===== src/hdl/wop_pkg.sv =====
package wop_pkg;

  // ---------------------------------------------------------------
  // Register map
  // ---------------------------------------------------------------
  localparam int unsigned ADDR_W  = 4;
  localparam int unsigned DATA_W  = 8;
  localparam logic [3:0]  CFG_OFS  = 4'h0;
  localparam logic [3:0]  STAT_OFS = 4'h1;

  // ---------------------------------------------------------------
  // Option register fields
  // ---------------------------------------------------------------
  localparam int unsigned BIT_WDG_DISABLE = 0;
  localparam int unsigned BIT_STOP_ENABLE = 1;
  localparam int unsigned BIT_WDG_SHORT   = 2;
  localparam int unsigned BIT_FAST_WAKE   = 3;
  localparam int unsigned BIT_UV_POWER    = 4;
  localparam int unsigned BIT_UV_RST_EN   = 5;
  localparam int unsigned BIT_UV_IN_STOP  = 7;
  localparam logic [7:0]  CFG_MASK        = 8'hBF;
  localparam logic [7:0]  CFG_RESET       = 8'h30;

  // ---------------------------------------------------------------
  // Status register fields
  // ---------------------------------------------------------------
  localparam int unsigned STAT_LOCK     = 0;
  localparam int unsigned STAT_UV_RESET = 1;
  localparam int unsigned STAT_STOP_REC = 2;
  localparam int unsigned STAT_UV_BELOW = 3;

  // ---------------------------------------------------------------
  // Timing counts
  // ---------------------------------------------------------------
  localparam int unsigned CNT_W        = 18;
  localparam int unsigned UV_QUAL_CYC  = 9;
  localparam int unsigned STOP_FAST    = 32;
  localparam int unsigned STOP_SLOW    = 4096;
  localparam int unsigned WDG_SHORT    = 8176;
  localparam int unsigned WDG_LONG     = 262128;

endpackage : wop_pkg


===== src/hdl/wop_uv_filter.sv =====
`timescale 1ns/100ps

module wop_uv_filter #(
  parameter int unsigned QUAL = wop_pkg::UV_QUAL_CYC
) (
  input  wire logic clk,
  input  wire logic rst,
  input  wire logic enable,
  input  wire logic below_falling,
  input  wire logic above_rising,
  output logic      reset_req
);

  logic [3:0] cnt_r;

  // ---------------------------------------------------------------
  // Qualify the low supply, then hold until it recovers
  // ---------------------------------------------------------------
  // A short dip resets the count, so noise never trips the reset.
  always_ff @(posedge clk)
  begin
    if (rst || !enable || !below_falling)
      cnt_r <= 4'h0;
    else if (cnt_r != 4'(QUAL))
      cnt_r <= cnt_r + 4'h1; // RL4
  end

  always_ff @(posedge clk)
  begin
    if (rst || !enable)
      reset_req <= 1'b0;
    else if (below_falling && cnt_r == 4'(QUAL - 1))
      reset_req <= 1'b1; // RL4
    else if (above_rising)
      reset_req <= 1'b0; // RL5
  end

  property p_nine_cycles;
    @(posedge clk) disable iff (rst)
      (enable && below_falling)[*8] ##1 (enable && below_falling) |=> reset_req;
  endproperty
  a_nine_cycles: assert property (p_nine_cycles) // RL4
    else $error("Undervolt reset missing after nine low cycles.");

  property p_not_early;
    @(posedge clk) disable iff (rst)
      $rose(reset_req) |-> $past(cnt_r) == 4'(QUAL - 1);
  endproperty
  a_not_early: assert property (p_not_early) // RL4
    else $error("Undervolt reset raised before qualification.");

  property p_hold;
    @(posedge clk) disable iff (rst)
      reset_req && enable && !above_rising |=> reset_req;
  endproperty
  a_hold: assert property (p_hold) // RL5
    else $error("Undervolt reset released before supply recovered.");

endmodule : wop_uv_filter


===== src/hdl/wop_xtal_timer.sv =====
`timescale 1ns/100ps

module wop_xtal_timer #(
  parameter int unsigned CNT_W = wop_pkg::CNT_W
) (
  input  wire logic             clk,
  input  wire logic             rst,
  input  wire logic             enable,
  input  wire logic             tick,
  input  wire logic             start,
  input  wire logic             repeat_en,
  input  wire logic [CNT_W-1:0] limit,
  output logic                  busy,
  output logic                  expire
);

  logic [CNT_W-1:0] cnt_r;

  // ---------------------------------------------------------------
  // Crystal cycle counter
  // ---------------------------------------------------------------
  always_ff @(posedge clk)
  begin
    if (rst || !enable || start)
      cnt_r <= '0;
    else if (busy && tick)
      cnt_r <= (cnt_r == limit - 1'b1) ? '0 : cnt_r + 1'b1; // RL16
  end

  always_ff @(posedge clk)
  begin
    if (rst || !enable)
      busy <= 1'b0;
    else if (start)
      busy <= 1'b1;
    else if (busy && tick && cnt_r == limit - 1'b1)
      busy <= repeat_en;
  end

  always_ff @(posedge clk)
  begin
    if (rst)
      expire <= 1'b0;
    else
      expire <= enable && !start && busy && tick && cnt_r == limit - 1'b1;
  end

  property p_expire_len;
    @(posedge clk) disable iff (rst)
      expire |-> $past(cnt_r) == $past(limit) - 1'b1 && $past(tick);
  endproperty
  a_expire_len: assert property (p_expire_len) // RL10
    else $error("Timer expired at the wrong count.");

endmodule : wop_xtal_timer


===== src/hdl/wop_option_reg.sv =====
`timescale 1ns/100ps

// Operation
// RL1: Only the first software write after reset stores a value.
// RL2: Before the first write, reads return the default value.
// RL3: Later writes change nothing until the next reset.
// RL4: Undervolt reset needs nine consecutive low-supply cycles when enabled.
// RL5: Undervolt reset holds until the supply reaches the rising level.
// RL6: Undervolt-in-stop keeps the monitor running in stop mode when set.
// RL7: Monitor runs in stop only with power and in-stop both set.
// RL8: Reset enable passes the monitor's reset request only when set.
// RL9: Monitor power field powers the undervolt monitor when set.
// RL10: Fast wakeup selects 32 crystal cycles, else 4096.
// RL11: Software keeps fast wakeup clear with an external crystal.
// RL12: Short period selects 8176 crystal cycles, else 262128.
// RL13: The watchdog short-period field sits at bit two.
// RL14: Stop enable clear makes the stop instruction an illegal opcode.
// RL15: Watchdog disable set turns the watchdog unit off.
// RL16: Periods count crystal clock cycles at the crystal rate.
// RL17: Option fields drive neighbours as levels straight from the register.
// RL18: Any write, even of the default value, sets the lock.

module wop_option_reg #(
  parameter int unsigned XTAL_DIV  = 2,
  parameter int unsigned WDG_SHORT = wop_pkg::WDG_SHORT,
  parameter int unsigned WDG_LONG  = wop_pkg::WDG_LONG,
  parameter int unsigned UV_QUAL   = wop_pkg::UV_QUAL_CYC
) (
  input  wire logic                       clk,
  input  wire logic                       rst,
  input  wire logic [wop_pkg::ADDR_W-1:0] reg_addr,
  input  wire logic [wop_pkg::DATA_W-1:0] reg_wdata,
  input  wire logic                       reg_wr,
  input  wire logic                       reg_rd,
  output logic      [wop_pkg::DATA_W-1:0] reg_rdata,
  input  wire logic                       uv_below_falling,
  input  wire logic                       uv_above_rising,
  input  wire logic                       stop_mode,
  input  wire logic                       stop_exit_req,
  input  wire logic                       stop_opcode,
  input  wire logic                       wdg_service,
  output logic                            undervolt_monitor_power,
  output logic                            undervolt_active,
  output logic                            undervolt_reset,
  output logic                            fast_stop_wakeup,
  output logic                            stop_recovery_busy,
  output logic                            stop_recovered,
  output logic                            stop_instr_enable,
  output logic                            stop_illegal_opcode,
  output logic                            watchdog_enable,
  output logic                            watchdog_short_period,
  output logic                            watchdog_timeout,
  output logic                            crystal_clock_tick,
  output logic                            option_locked
);

  logic [7:0]  cfg_r;
  logic        lock_r;
  logic [1:0]  below_sync_r;
  logic [1:0]  above_sync_r;
  logic [7:0]  div_r;
  logic        uv_req;
  logic        cfg_wr;
  logic [17:0] stop_limit;
  logic [17:0] wdg_limit;

  // ---------------------------------------------------------------
  // Register write and lock
  // ---------------------------------------------------------------
  assign cfg_wr = reg_wr && reg_addr == wop_pkg::CFG_OFS;

  always_ff @(posedge clk)
  begin
    if (rst)
      cfg_r <= wop_pkg::CFG_RESET; // RL2
    else if (cfg_wr && !lock_r) // RL3
      cfg_r <= reg_wdata & wop_pkg::CFG_MASK; // RL1
  end

  // The lock does not compare data, so rewriting the default still locks.
  always_ff @(posedge clk)
  begin
    if (rst)
      lock_r <= 1'b0;
    else if (cfg_wr)
      lock_r <= 1'b1; // RL18
  end

  assign option_locked = lock_r;

  // ---------------------------------------------------------------
  // Register read
  // ---------------------------------------------------------------
  // Data stands only in the cycle after the strobe, zero otherwise.
  always_ff @(posedge clk)
  begin
    if (rst || !reg_rd)
      reg_rdata <= 8'h00;
    else if (reg_addr == wop_pkg::CFG_OFS)
      reg_rdata <= cfg_r; // RL2
    else if (reg_addr == wop_pkg::STAT_OFS)
    begin
      reg_rdata                         <= 8'h00;
      reg_rdata[wop_pkg::STAT_LOCK]     <= lock_r;
      reg_rdata[wop_pkg::STAT_UV_RESET] <= undervolt_reset;
      reg_rdata[wop_pkg::STAT_STOP_REC] <= stop_recovery_busy;
      reg_rdata[wop_pkg::STAT_UV_BELOW] <= below_sync_r[1];
    end
    else
      reg_rdata <= 8'h00;
  end

  // ---------------------------------------------------------------
  // Option levels
  // ---------------------------------------------------------------
  assign undervolt_monitor_power = cfg_r[wop_pkg::BIT_UV_POWER]; // RL9
  assign fast_stop_wakeup        = cfg_r[wop_pkg::BIT_FAST_WAKE]; // RL17
  assign stop_instr_enable       = cfg_r[wop_pkg::BIT_STOP_ENABLE]; // RL17
  assign watchdog_enable         = !cfg_r[wop_pkg::BIT_WDG_DISABLE]; // RL15
  assign watchdog_short_period   = cfg_r[wop_pkg::BIT_WDG_SHORT]; // RL13

  // In stop mode the monitor runs only if both fields agree.
  assign undervolt_active = cfg_r[wop_pkg::BIT_UV_POWER] &&
                            (!stop_mode || cfg_r[wop_pkg::BIT_UV_IN_STOP]); // RL7

  // ---------------------------------------------------------------
  // Supply comparator synchronisers
  // ---------------------------------------------------------------
  // The comparators are analog and asynchronous to the bus clock.
  always_ff @(posedge clk)
  begin
    if (rst)
    begin
      below_sync_r <= 2'b00;
      above_sync_r <= 2'b00;
    end
    else
    begin
      below_sync_r <= {below_sync_r[0], uv_below_falling};
      above_sync_r <= {above_sync_r[0], uv_above_rising};
    end
  end

  wop_uv_filter #(
    .QUAL          (UV_QUAL)
  ) u_uv_filter (
    .clk           (clk),
    .rst           (rst),
    .enable        (undervolt_active), // RL6
    .below_falling (below_sync_r[1]),
    .above_rising  (above_sync_r[1]),
    .reset_req     (uv_req)
  );

  assign undervolt_reset = uv_req && cfg_r[wop_pkg::BIT_UV_RST_EN]; // RL8

  // ---------------------------------------------------------------
  // Crystal clock enable
  // ---------------------------------------------------------------
  // One bus clock only; the crystal rate is an enable pulse.
  always_ff @(posedge clk)
  begin
    if (rst || div_r == 8'(XTAL_DIV - 1))
      div_r <= 8'h00;
    else
      div_r <= div_r + 8'h01;
  end

  assign crystal_clock_tick = div_r == 8'(XTAL_DIV - 1); // RL16

  // ---------------------------------------------------------------
  // Stop recovery delay
  // ---------------------------------------------------------------
  // A fast wakeup with a slow-starting crystal would exit too early.
  assign stop_limit = fast_stop_wakeup ? 18'(wop_pkg::STOP_FAST)
                                       : 18'(wop_pkg::STOP_SLOW); // RL10

  wop_xtal_timer #(
    .CNT_W     (wop_pkg::CNT_W)
  ) u_stop_timer (
    .clk       (clk),
    .rst       (rst),
    .enable    (1'b1),
    .tick      (crystal_clock_tick),
    .start     (stop_exit_req && stop_mode && !stop_recovery_busy),
    .repeat_en (1'b0),
    .limit     (stop_limit),
    .busy      (stop_recovery_busy),
    .expire    (stop_recovered)
  );

  // ---------------------------------------------------------------
  // Watchdog period
  // ---------------------------------------------------------------
  logic wdg_busy;

  assign wdg_limit = watchdog_short_period ? 18'(WDG_SHORT) : 18'(WDG_LONG); // RL12

  wop_xtal_timer #(
    .CNT_W     (wop_pkg::CNT_W)
  ) u_wdg_timer (
    .clk       (clk),
    .rst       (rst),
    .enable    (watchdog_enable), // RL15
    .tick      (crystal_clock_tick),
    .start     (wdg_service || !wdg_busy),
    .repeat_en (1'b1),
    .limit     (wdg_limit),
    .busy      (wdg_busy),
    .expire    (watchdog_timeout)
  );

  // ---------------------------------------------------------------
  // Stop instruction check
  // ---------------------------------------------------------------
  always_ff @(posedge clk)
  begin
    if (rst)
      stop_illegal_opcode <= 1'b0;
    else
      stop_illegal_opcode <= stop_opcode && !stop_instr_enable; // RL14
  end

  // ---------------------------------------------------------------
  // Checks
  // ---------------------------------------------------------------
  property p_first_write;
    @(posedge clk) disable iff (rst)
      cfg_wr && !lock_r |=> cfg_r == ($past(reg_wdata) & wop_pkg::CFG_MASK);
  endproperty
  a_first_write: assert property (p_first_write) // RL1
    else $error("First option write was not stored.");

  property p_default_read;
    @(posedge clk) disable iff (rst)
      reg_rd && reg_addr == wop_pkg::CFG_OFS && !lock_r
        |=> reg_rdata == wop_pkg::CFG_RESET;
  endproperty
  a_default_read: assert property (p_default_read) // RL2
    else $error("Unlocked option register did not read default.");

  property p_locked;
    @(posedge clk) disable iff (rst)
      lock_r |=> $stable(cfg_r) && lock_r;
  endproperty
  a_locked: assert property (p_locked) // RL3
    else $error("Locked option register changed.");

  property p_lock_set;
    @(posedge clk) disable iff (rst)
      cfg_wr |=> lock_r;
  endproperty
  a_lock_set: assert property (p_lock_set) // RL18
    else $error("Write did not set the lock.");

  property p_uv_gate;
    @(posedge clk) disable iff (rst)
      undervolt_reset |-> uv_req && cfg_r[wop_pkg::BIT_UV_RST_EN];
  endproperty
  a_uv_gate: assert property (p_uv_gate) // RL8
    else $error("Undervolt reset passed while blocked.");

  property p_stop_off;
    @(posedge clk) disable iff (rst)
      stop_mode && !cfg_r[wop_pkg::BIT_UV_IN_STOP] |-> !undervolt_active;
  endproperty
  a_stop_off: assert property (p_stop_off) // RL7
    else $error("Undervolt monitor active in stop while disabled.");

  property p_illegal;
    @(posedge clk) disable iff (rst)
      stop_opcode |=> stop_illegal_opcode == !$past(stop_instr_enable);
  endproperty
  a_illegal: assert property (p_illegal) // RL14
    else $error("Stop opcode legality wrong.");

  property p_wdg_off;
    @(posedge clk) disable iff (rst)
      !watchdog_enable ##1 !watchdog_enable |-> !watchdog_timeout;
  endproperty
  a_wdg_off: assert property (p_wdg_off) // RL15
    else $error("Disabled watchdog timed out.");

  property p_short_bit;
    @(posedge clk) disable iff (rst)
      watchdog_short_period == cfg_r[2];
  endproperty
  a_short_bit: assert property (p_short_bit) // RL13
    else $error("Short period not taken from bit two.");

endmodule : wop_option_reg


===== config.mk =====
export PLATFORM = sky130hd
export DESIGN_NAME = wop_option_reg
export DESIGN_NICKNAME = d
export VERILOG_FILES = /design/src/hdl/wop_pkg.sv /design/src/hdl/wop_uv_filter.sv /design/src/hdl/wop_xtal_timer.sv /design/src/hdl/wop_option_reg.sv
export SDC_FILE = /design/constraint.sdc
export NUM_CORES = 1
export LEC_CHECK = 0
export BUFFER_PORTS_ARGS = -buffer_cell sky130_fd_sc_hd__buf_2
export CAP_MARGIN = 15
export CORE_MARGIN = 2
export CORE_UTILIZATION = 51
export DETAILED_ROUTE_END_ITERATION = 8
export MAX_ROUTING_LAYER = met4
export PLACE_DENSITY = 0.75
export SYNTH_ARGS = -nofsm -noshare
export SYNTH_HDL_FRONTEND = slang
export SYNTH_SLANG_ARGS = --single-unit
export TNS_END_PERCENT = 50

===== constraint.sdc =====
create_clock -name clk -period 1.9 [get_ports clk]
set_input_delay 0.285 -clock clk [delete_from_list [all_inputs] [get_ports clk]]
set_output_delay 0.285 -clock clk [all_outputs]
set_load 0.01 [all_outputs]

==> run_results.csv <==
group,metric,value,unit
final_layout,antenna_cells,0,
clock_tree,clockBufferDepth,2,
die,die_area,7060,sq um
final_layout,multi_input_comb_area,1780,sq um
global_route,grt_start_max_net_pins,21,
clock_tree,insertion_delay,340,ps
timing,fin_crit,1930,ps
timing,fin_skew,8.82,ps
logic_synthesis,yosysUniqueCellTypes,44,
power_and_ir_drop,ir_worst_vdd,644,uV
clock_tree,clkSlewWorstSetupHoldPaths,70,ps
final_layout,register_area,1460,sq um
placement,dp_hpwl,4.98,mm
worst_hold_path,holdCritStartpoint,"rst",
logic_synthesis,syn_nets,381,
logic_synthesis,netlist.area_leader.share,0.448,
critical_path,path_class,"reg -> reg",
timing,max_freq,0.519,GHz
die,die_y,84.0,um
die,die_x,84.0,um
critical_path,worstReg2RegStart,"div_r[1]",
timing,hold_violations,0,
power_and_ir_drop,power_density,700,nW/um^2
detailed_routing,vias,2850,
global_route,grt_overflow,0,
logic_synthesis,ys_seq_area_frac,0.448,
timing,setup_ws,-28.6,ps
logic_synthesis,synth_most_common_cell,"dfxtp_1",
die,fp-row-count,29,
clock_tree,clockRootBuffer,"clkbuf_8",
detailed_routing,drc,0,
detailed_routing,drt.antenna.violating_nets,0,
detailed_routing,vias_per_cell,5.62,
logic_synthesis,synth_area_leader_cell,"dfxtp_1",
final_layout,syn2layout_area_growth,23.8,%
status,status,"finished with violations",
logic_synthesis,synth_common_cells,"73 x dfxtp_1, 29 x nor2_1, 20 x nand3_1",
logic_synthesis,ys_seq_elements,73,
logic_synthesis,synth_edf_count,0,
die,core_area,6280,sq um
detailed_routing,first_pass_iters,5,
placement,place.gp.congestion,0.843,
logic_synthesis,netlist_top_cells_area,"dfxtp_1 45%, xor2_1 4.0%, mux2i_1 3.4%, nor2_1 3.3%, nand3_1 3.1%",
final_layout,stdcell_count,507,
critical_path,cp_max_fo,7,
critical_path,startpoint_type,"flop",
global_route,antenna_found_initial,0,
timing,hold_slack,145,ps
detailed_routing,wirelength,7.18,mm
critical_path,setup.worst_path.end_class,"flop",
critical_path,cp-startpoint,"div_r[1]",
clock_tree,cts_tree,"built",
critical_path,crit_arrival,2190,ps
logic_synthesis,syn_inst,352,
die,io_pins,43,
clock_tree,hold_buffers,0,
clock_tree,clock-sinks,73,
logic_synthesis,syn-cell-area,3270,sq um
final_layout,fillCellCount,541,
critical_path,worstPathRequired,2160,ps
final_layout,final_core_util,0.644,
clock_tree,h-tree-depth,3,
placement,dpl.cell_count,483,
power_and_ir_drop,total_power,2.83,mW
detailed_routing,drtIter0Drc,109,
timing,setup_viol,7,
timing,period_share,1.02,
status,violations,"negative setup slack",
timing,drv_slew,0,
logic_synthesis,async_flop_share,0,
placement,io_buffers,40,
die,initial_core_util,0.520,
timing,grt_setup_unrepaired,"true",
clock_tree,cts_buffers,9,
logic_synthesis,yosysWarningCount,0,
global_route,track_usage,0.212,
global_route,grt_pass1_vias,2622,
global_route,grt_first_pass_wirelength,11.7,mm
detailed_routing,wl_per_cell,14.2,um
power_and_ir_drop,p_leak,1.50,nW
flow_run,cap_violations,0,
final_layout,nets,454,
worst_hold_path,worst_hold_path_type,"in -> reg",
logic_synthesis,postSynthAreaPerCell,9.28,sq um
logic_synthesis,yosys_most_used_dff,"dfxtp_1",
final_layout,drive_gt1_frac,0.274,
[power breakdown]
part / internal [mW] / switching [mW]
Clock: 0.477 / 0.556
Combinational: 0.111 / 0.118
Sequential: 1.55 / 0.0145
[sequential cells by signal, summed over array words and instances (netlist names)]
| register | cells |
|---|---|
| u_stop_timer.cnt_r | 18 |
| cfg_r | 7 |
| above_sync_r | 2 |
| u_wdg_timer.expire | 1 |
| u_uv_filter.cnt_r | 4 |
| below_sync_r | 2 |
| u_stop_timer.busy | 1 |
| div_r | 8 |
| u_stop_timer.expire | 1 |
| u_uv_filter.reset_req | 1 |
| stop_illegal_opcode | 1 |
| u_wdg_timer.busy | 1 |
| u_wdg_timer.cnt_r | 18 |
| option_locked | 1 |
| reg_rdata | 7 |
[routing by layer]
metal,share of wire,up-vias,track usage
met5,0,-,-
met4,0.017,0,0.0411
met3,0.052,13,0.0732
met2,0.50,73,0.364
met1,0.43,1349,0.240
li1,-,1415,-
[worst max-delay path: stages, from the launching register on]
cell and delay (ps):
dfxtp_2 320, inv_2 40, ha_2 150, nor4b_4 300, nand4_1 310, buf_4 250, or3_1 300, a211oi_1 190
[per-stage QoR]
| stage | cell area [sq um] | TNS [ps] | setup WS, ps |
|---|---|---|---|
| global route | 4040 | -1680 | -119 |
| finish | 4040 | -116 | -28.6 |
| CTS | 3930 | -49.2 | -49.2 |
| detailed placement | 3710 | -897 | -72.0 |
| global placement | 3710 | 0 | 6.94 |
| floorplan | 3270 | 0 | 5.79 |
[layout make-up]
class / count / share of cell area
repair buffers: 76 / 0.123
clock buffers: 12 / 0.0334
multi-input cells: 253 / 0.439
well taps: 77 / 0.0238
clock inverters: 4 / 0.00743
flip-flops and latches: 73 / 0.362
inverters: 12 / 0.0111
[timing repair]
action | 4_1_cts | 5_1_grt
pin swaps | 10 | 5
setup buffers | 4 | 4
endpoints found under the setup margin | 25 | 32
resized for setup | 6 | 21
[cells in the final DEF, fill, tap and decap left out, types with 9 or more instances in the layout]
cell / count
dfxtp_1: 71
buf_2: 39
buf_4: 33
nor2_1: 29
nand3_1: 19
nand2_1: 16
o21ai_0: 16
xor2_1: 15
or3_1: 13
a21oi_1: 13
nor3_1: 12
mux2i_1: 11
inv_1: 10
nand4_1: 10
clkbuf_8: 9
[kinds of logic (layout without fill, tap and decap cells)]
family | after synthesis | in the layout | synth area share
other | 1 | 1 | 0.00115
flip-flops | 73 | 73 | 0.448
AND/OR/NAND/NOR | 157 | 157 | 0.282
adder cells (fa/ha/maj) | 7 | 7 | 0.0268
buffers and inverters | 26 | 104 | 0.0352
XOR/XNOR | 19 | 19 | 0.0510
multiplexers | 12 | 12 | 0.0372
AO/OA/AOI/OAI | 57 | 57 | 0.120
[final timing paths]
path / slack (ps) / endpoint / cells past startpoint
worst min-delay path: 140 / u_wdg_timer.busy / 2
worst max register to register: -30 / u_wdg_timer.cnt_r[13] / 7
worst min register to register: 440 / below_sync_r[1] / 1
worst max-delay path: -30 / u_wdg_timer.cnt_r[13] / 7
Power figures use the tool's default switching activity.
